===== config.mk =====
export PLATFORM = sky130hd
export DESIGN_NAME = output_digit_formatter
export DESIGN_NICKNAME = d
export VERILOG_FILES = /design/src/odf_pkg.sv /design/src/output_digit_formatter.sv /design/src/odf_down_counter.sv
export SDC_FILE = /design/constraint.sdc
export NUM_CORES = 1
export LEC_CHECK = 0
export BUFFER_PORTS_ARGS = -buffer_cell sky130_fd_sc_hd__buf_2
export CAP_MARGIN = 20
export CORE_ASPECT_RATIO = 0.9
export CORE_MARGIN = 2
export CORE_UTILIZATION = 42
export CTS_CLUSTER_SIZE = 30
export DETAILED_ROUTE_END_ITERATION = 10
export PLACE_DENSITY = 0.64
export SETUP_SLACK_MARGIN = 0.02
export SLEW_MARGIN = 20
export SYNTH_ARGS = -nofsm -noshare
export SYNTH_HDL_FRONTEND = slang
export SYNTH_SLANG_ARGS = --single-unit

===== constraint.sdc =====
create_clock -name core_clk -period 3 [get_ports core_clk]
set_clock_uncertainty 0.15 [all_clocks]
set_input_delay 0.3 -clock core_clk [delete_from_list [all_inputs] [get_ports core_clk]]
set_output_delay 0.3 -clock core_clk [all_outputs]
set_load 0.1 [all_outputs]

===== src/odf_pkg.sv =====
// Purpose: shared constants of the output digit formatter
// Assumes: format code arrives as a two-bit program value
// Notes: code 3 is treated like the plain binary format
package odf_pkg;
   // ------------------------------------------------------------
   // format program codes
   // ------------------------------------------------------------
   localparam logic [1:0] FMT_REVERSED = 2'h0;
   localparam logic [1:0] FMT_ASCII = 2'h1;
   localparam logic [1:0] FMT_FORWARD = 2'h2;

   // ------------------------------------------------------------
   // widths and reset values
   // ------------------------------------------------------------
   localparam int DIGIT_W = 4;
   localparam logic [DIGIT_W-1:0] DIGIT_CNT_RESET = 4'h0;

   // ------------------------------------------------------------
   // punctuation characters and the digit base of an ascii record
   // ------------------------------------------------------------
   localparam logic [7:0] CHAR_COMMA = 8'h2C;
   localparam logic [7:0] CHAR_CR = 8'h0D;
   localparam logic [7:0] CHAR_LF = 8'h0A;
   localparam logic [7:0] CHAR_ZERO = 8'h30;

   typedef enum logic [2:0] {
      ST_LOAD = 3'h0,
      ST_SEND = 3'h1,
      ST_COMMA = 3'h2,
      ST_CRET = 3'h3,
      ST_LFEED = 3'h4
   } odf_state_type;
endpackage


===== src/output_digit_formatter.sv =====
// Purpose: formats stored measurement digits for a general-purpose interface bus
// Assumes: formatCode and digitCount stay stable while a group is in flight
// Notes: one group is buffered, then sent; ascii digits are bcd in the low nibble
`timescale 1ns/100ps
module output_digit_formatter
   import odf_pkg::*;
#(
   parameter int DW = odf_pkg::DIGIT_W
) (
   // clock and reset
   input wire logic core_clk,
   input wire logic sys_rst,
   // programming
   input wire logic [1:0] formatCode,
   input wire logic [odf_pkg::DIGIT_W-1:0] digitCount,
   // stored digits from memory
   input wire logic [7:0] digitData,
   input wire logic digitValid,
   input wire logic digitLast,
   output logic digitReady,
   // interface bus side
   output logic [7:0] busData,
   output logic busValid,
   input wire logic busAccept,
   output logic busEoi,
   // group status
   output logic digitGroupTerminalCount,
   output logic readDoneFlipflop,
   input wire logic readDoneClear
);
   import odf_pkg::*;

   // ------------------------------------------------------------
   // state
   // ------------------------------------------------------------
   odf_state_type state, next_state;
   logic [DW-1:0] wrAddr, next_wrAddr;
   logic [DW-1:0] rdAddr, next_rdAddr;
   logic asciiHalf, next_asciiHalf;
   logic groupLast, next_groupLast;
   logic [7:0] next_busData;
   logic next_tcToggle, next_readDone;
   logic [7:0] groupBuf [0:(1<<DW)-1];
   logic [DW-1:0] cnt, presetValue;
   logic cntOne, cntPreset, cntDec;
   logic [DW-1:0] limit;
   logic isAscii, isReversed, loadDone, takeDigit, sendAccept;
   logic [DW-1:0] firstAddr;
   logic [7:0] firstRaw;

   function automatic logic [7:0] shape(input logic [7:0] raw, input logic asc);
      shape = asc ? (CHAR_ZERO | {4'h0, raw[3:0]}) : raw;
   endfunction

   assign isAscii = (formatCode == FMT_ASCII);
   assign isReversed = (formatCode == FMT_REVERSED) || isAscii;
   assign limit = (digitCount == '0) ? DW'(1) : digitCount;
   assign digitReady = (state == ST_LOAD);
   assign busValid = (state != ST_LOAD);
   assign takeDigit = digitReady && digitValid;
   assign loadDone = takeDigit && ((wrAddr + DW'(1)) == limit || digitLast);
   assign sendAccept = (state == ST_SEND) && busAccept;
   assign busEoi = (state == ST_SEND) && !isAscii && groupLast && cntOne;
   assign firstAddr = isReversed ? wrAddr : '0;
   assign firstRaw = (firstAddr == wrAddr) ? digitData : groupBuf[firstAddr];

   // ------------------------------------------------------------
   // digit counter
   // ------------------------------------------------------------
   assign cntPreset = loadDone || ((state == ST_COMMA) && busAccept);
   assign presetValue = loadDone ? DW'(wrAddr + DW'(1)) : limit;
   assign cntDec = sendAccept;

   odf_down_counter #(
      .WIDTH(DW)
   ) digitCounter (
      .core_clk(core_clk),
      .sys_rst(sys_rst),
      .preset(cntPreset),
      .presetValue(presetValue),
      .dec(cntDec),
      .count(cnt),
      .isOne(cntOne)
   );

   // ------------------------------------------------------------
   // group buffer
   // ------------------------------------------------------------
   always_ff @(posedge core_clk) begin
      if (takeDigit) begin
         groupBuf[wrAddr] <= digitData;
      end
   end

   // ------------------------------------------------------------
   // sequencer
   // ------------------------------------------------------------
   always_comb begin
      next_state = state;
      next_wrAddr = wrAddr;
      next_rdAddr = rdAddr;
      next_asciiHalf = asciiHalf;
      next_groupLast = groupLast;
      next_busData = busData;
      next_tcToggle = digitGroupTerminalCount;
      next_readDone = readDoneFlipflop && !readDoneClear;
      case (state)
         ST_LOAD: begin
            if (takeDigit) begin
               next_wrAddr = wrAddr + DW'(1);
            end
            if (loadDone) begin
               next_groupLast = digitLast;
               next_rdAddr = firstAddr;
               next_busData = shape(firstRaw, isAscii);
               next_state = ST_SEND;
            end
         end
         ST_SEND: begin
            if (busAccept) begin
               if (cntOne) begin
                  next_tcToggle = !digitGroupTerminalCount;
                  next_readDone = 1'b1;
                  next_wrAddr = '0;
                  if (isAscii && !asciiHalf) begin
                     next_busData = CHAR_COMMA;
                     next_state = ST_COMMA;
                  end else if (isAscii) begin
                     next_busData = CHAR_CR;
                     next_state = ST_CRET;
                  end else begin
                     next_state = ST_LOAD;
                  end
               end else begin
                  next_rdAddr = isReversed ? rdAddr - DW'(1) : rdAddr + DW'(1);
                  next_busData = shape(groupBuf[next_rdAddr], isAscii);
               end
            end
         end
         ST_COMMA: begin
            if (busAccept) begin
               next_asciiHalf = 1'b1;
               next_state = ST_LOAD;
            end
         end
         ST_CRET: begin
            if (busAccept) begin
               next_busData = CHAR_LF;
               next_state = ST_LFEED;
            end
         end
         ST_LFEED: begin
            if (busAccept) begin
               next_asciiHalf = 1'b0;
               next_state = ST_LOAD;
            end
         end
         default: begin
            next_state = ST_LOAD;
         end
      endcase
   end

   always_ff @(posedge core_clk or posedge sys_rst) begin
      if (sys_rst) begin
         state <= ST_LOAD;
         wrAddr <= DIGIT_CNT_RESET;
         rdAddr <= DIGIT_CNT_RESET;
         asciiHalf <= 1'b0;
         groupLast <= 1'b0;
         busData <= 8'h00;
         digitGroupTerminalCount <= 1'b0;
         readDoneFlipflop <= 1'b0;
      end else begin
         state <= next_state;
         wrAddr <= next_wrAddr;
         rdAddr <= next_rdAddr;
         asciiHalf <= next_asciiHalf;
         groupLast <= next_groupLast;
         busData <= next_busData;
         digitGroupTerminalCount <= next_tcToggle;
         readDoneFlipflop <= next_readDone;
      end
   end
endmodule


===== src/odf_down_counter.sv =====
// Purpose: presettable digit down-counter
// Assumes: preset wins over decrement
// Notes: holds at zero
`timescale 1ns/100ps
module odf_down_counter #(
   parameter int WIDTH = 4
) (
   // clock and reset
   input wire logic core_clk,
   input wire logic sys_rst,
   // control
   input wire logic preset,
   input wire logic [WIDTH-1:0] presetValue,
   input wire logic dec,
   // state
   output logic [WIDTH-1:0] count,
   output logic isOne
);
   logic [WIDTH-1:0] next_count;

   always_comb begin
      next_count = count;
      if (preset) begin
         next_count = presetValue;
      end else if (dec && count != '0) begin
         next_count = count - WIDTH'(1);
      end
   end

   always_ff @(posedge core_clk or posedge sys_rst) begin
      if (sys_rst) begin
         count <= '0;
      end else begin
         count <= next_count;
      end
   end

   assign isOne = (count == WIDTH'(1));
endmodule


==> results.yml <==
clock_tree:
  path_clk_slew_ns: 0.07
  worstSkewPairLatency_ns: 0.43
  cts_num_sinks: 155
  cts_buffers: 17
  tritoncts: "built"
  cts-root-buf: "clkbuf_16"
  post_cts_buffers: 0
  clockBufferDepth: 2
  htreeDepth: 4
timing:
  fin_tns_setup_ns: 0
  clock.fmax_mhz: 365
  worst_pin_slew_ns: 0.674
  post-route-min-period_ns: 2.74
  fin_crit_sh: 0.914
  timing.slew.headroom: 0.550
  rsz0062_at_grt: "false"
  setup_viol: 0
  finalHoldWorstSlack_ns: 0.0650
  drv_slew: 0
  hold_viol: 0
logic_synthesis:
  yosysWarnings: 0
  synth-async-reset-ratio: 0.174
  synth_seq_cells: 155
  synth_area_um2: 6870
  syn_nets: 459
  synth_edf_count: 128
  synth_area_leaders: "edfxtp_1 (56%), mux4_2 (12%), dfrtp_1 (9.8%)"
  synth_top_area_frac: 0.560
  yosysSeqAreaShare: 0.658
  synth_top_area_cell: "edfxtp_1"
  synthFlopType: "edfxtp_1"
  syn_area_per_cell_um2: 16.0
  synthCells: 429
  synth_cell_types: 57
floorplanning:
  dieArea_um2: 17400
  rows: 44
  io_pins: 33
  die_h_um: 125
  core_um2: 16100
  initial_core_util: 0.427
  dieWidth_um: 139
routing:
  wl_per_cell_um: 21.3
  vias_per_cell: 5.60
  dr.pass1.iters: 5
  drc: 0
  wirelength_um: 15100
  vias: 3964
  drtIter0Drc: 326
  antenna_left: 0
power_and_ir_drop:
  p_leak_uw: 0.00289
  powerDensity_nw_per_um2: 1070
  peakVddDrop_mv: 1.00
worst_setup_path:
  r2r_slack_ns: 0.26
  reg2reg_from: "rdAddr[0]$_DFFE_PP0P_"
  startpoint_type: "flip-flop"
  rr_endpoint: "busData[5]$_DFFE_PP0P_"
  reg2reg_depth: 7
  end_kind: "primary output"
  cp_max_fo: 12
  worstSetupPathType: "flip-flop to primary output"
  required_ns: 2.55
  critical_path_arrival_ns: 2.29
placed_design:
  gp_congestion: 0.905
  hpwl_um: 10300
  port-buffer-count: 32
global_route:
  grt.overflow.total: 0
  grt_pass1_vias: 4026
  track_usage: 0.183
  grt_pass1_wl_um: 23800
  grt_max_degree: 34
  antenna_found_initial: 0
layout:
  n_antenna_cell: 0
  nNetsFinal: 518
  drive_above_1_share: 0.295
  mostFrequentLayoutCell: "edfxtp_1"
  area_growth_pct: 17.2
  mostFrequentLayoutCells: "edfxtp_1 (128), mux4_2 (36), buf_2 (32), nand2_1 (30), nor2_1 (29)"
  final_core_util: 0.501
worst_hold_path:
  holdPathEnd: "digitCounter.count[0]$_DFFE_PP0P_"
  worstHoldPathType: "input pin to flip-flop"
  hold_depth: 3
  hold_start: "digitCount[0]"
outcome:
  status: "completed"
flow_run:
  cap_violations: 0
==> state kept, by name, indices dropped and copies added, names as in the netlist <==
register and flops:
asciiHalf 1, groupBuf 128, rdAddr 4, digitGroupTerminalCount 1, wrAddr 4, digitCounter.count 4, busData 8, state 3
readDoneFlipflop 1, groupLast 1
==> cell usage after synthesis (8+ instances only) <==
cell type  instances
buf_2              9
a21oi_1           15
o21ai_0           19
mux4_2            36
nor3_1            11
ha_1               9
dfrtp_1           27
nand3_1            9
nand2_1           30
edfxtp_1         128
inv_1             15
nor2_1            29
clkbuf_1          10
xnor2_1            8
mux2i_1           15
==> final cells by class <==
cell class / instances / area, um2
clock buffer: 18 / 429
timing repair buffer: 63 / 414
clock inverter: 14 / 135
fill: 1356 / 8020
tap: 207 / 259
sequential: 155 / 4520
multi-input combinational: 236 / 2230
inverter: 15 / 60.1
==> where the power goes <==
| group | switching [uW] | internal, uW |
|---|---|---|
| Combinational | 2240 | 1530 |
| Clock | 906 | 1160 |
| Sequential | 223 | 2570 |
==> worst max-delay path: stages, from the launching register on <==
cell      delay, ns
dfrtp_1        0.63
nand2b_1       0.35
nor2_1         0.22
nand2_1        0.09
nor3_2         0.12
buf_2          0.45
==> per-layer routing <==
layer | GRT usage | vias up | share of wire
met4 | 0.0570 | 0 | 0.0091
met2 | 0.279 | 125 | 0.48
met1 | 0.264 | 2025 | 0.46
met5 | 0 | - | 0
met3 | 0.0421 | 12 | 0.052
li1 | - | 1802 | -
==> repair_timing <==
action / CTS / global route
hold buffers: 2 / 0
endpoints found under the hold margin: 17 / 0
gates resized for setup: 0 / 1
endpoints found under the setup margin: 0 / 4
==> per-stage QoR <==
stage	power (uW)	cells	setup WS [ns]	instance area (um2)
floorplan	5760	429	-0.114	6960
global placement	6550	674	0.184	7460
detailed placement	6590	674	0.155	7460
CTS	8680	708	0.139	8050
global route	9070	708	0.0307	8050
finish	8630	708	0.257	8050
==> worst max-delay path by stage <==
stage	cells after the start	slack, ns	start	end
final	5	0.26	state[0]$_DFFE_PP0P_	busEoi
after global routing	8	0.03	rdAddr[0]$_DFFE_PP0P_	busData[0]$_DFFE_PP0P_
after CTS	8	0.14	rdAddr[0]$_DFFE_PP0P_	busData[2]$_DFFE_PP0P_
after detailed placement	9	0.15	formatCode[1]	busData[0]$_DFFE_PP0P_
after global placement	9	0.18	formatCode[1]	busData[0]$_DFFE_PP0P_
after floorplan	7	-0.11	state[2]$_DFFE_PP0P_	rdAddr[0]$_DFFE_PP0P_
==> cell families (layout without fill, tap and decap cells) <==
family,after synthesis,after routing,share of synthesized area
flip-flops,155,155,0.658
AND/OR/NAND/NOR,97,97,0.0700
AO/OA/AOI/OAI,64,64,0.0641
XOR/XNOR,11,11,0.0180
multiplexers,54,54,0.145
buffers and inverters,38,110,0.0257
adder cells (fa/ha/maj),10,10,0.0193
Note: power is estimated with default switching activity, not from simulation.
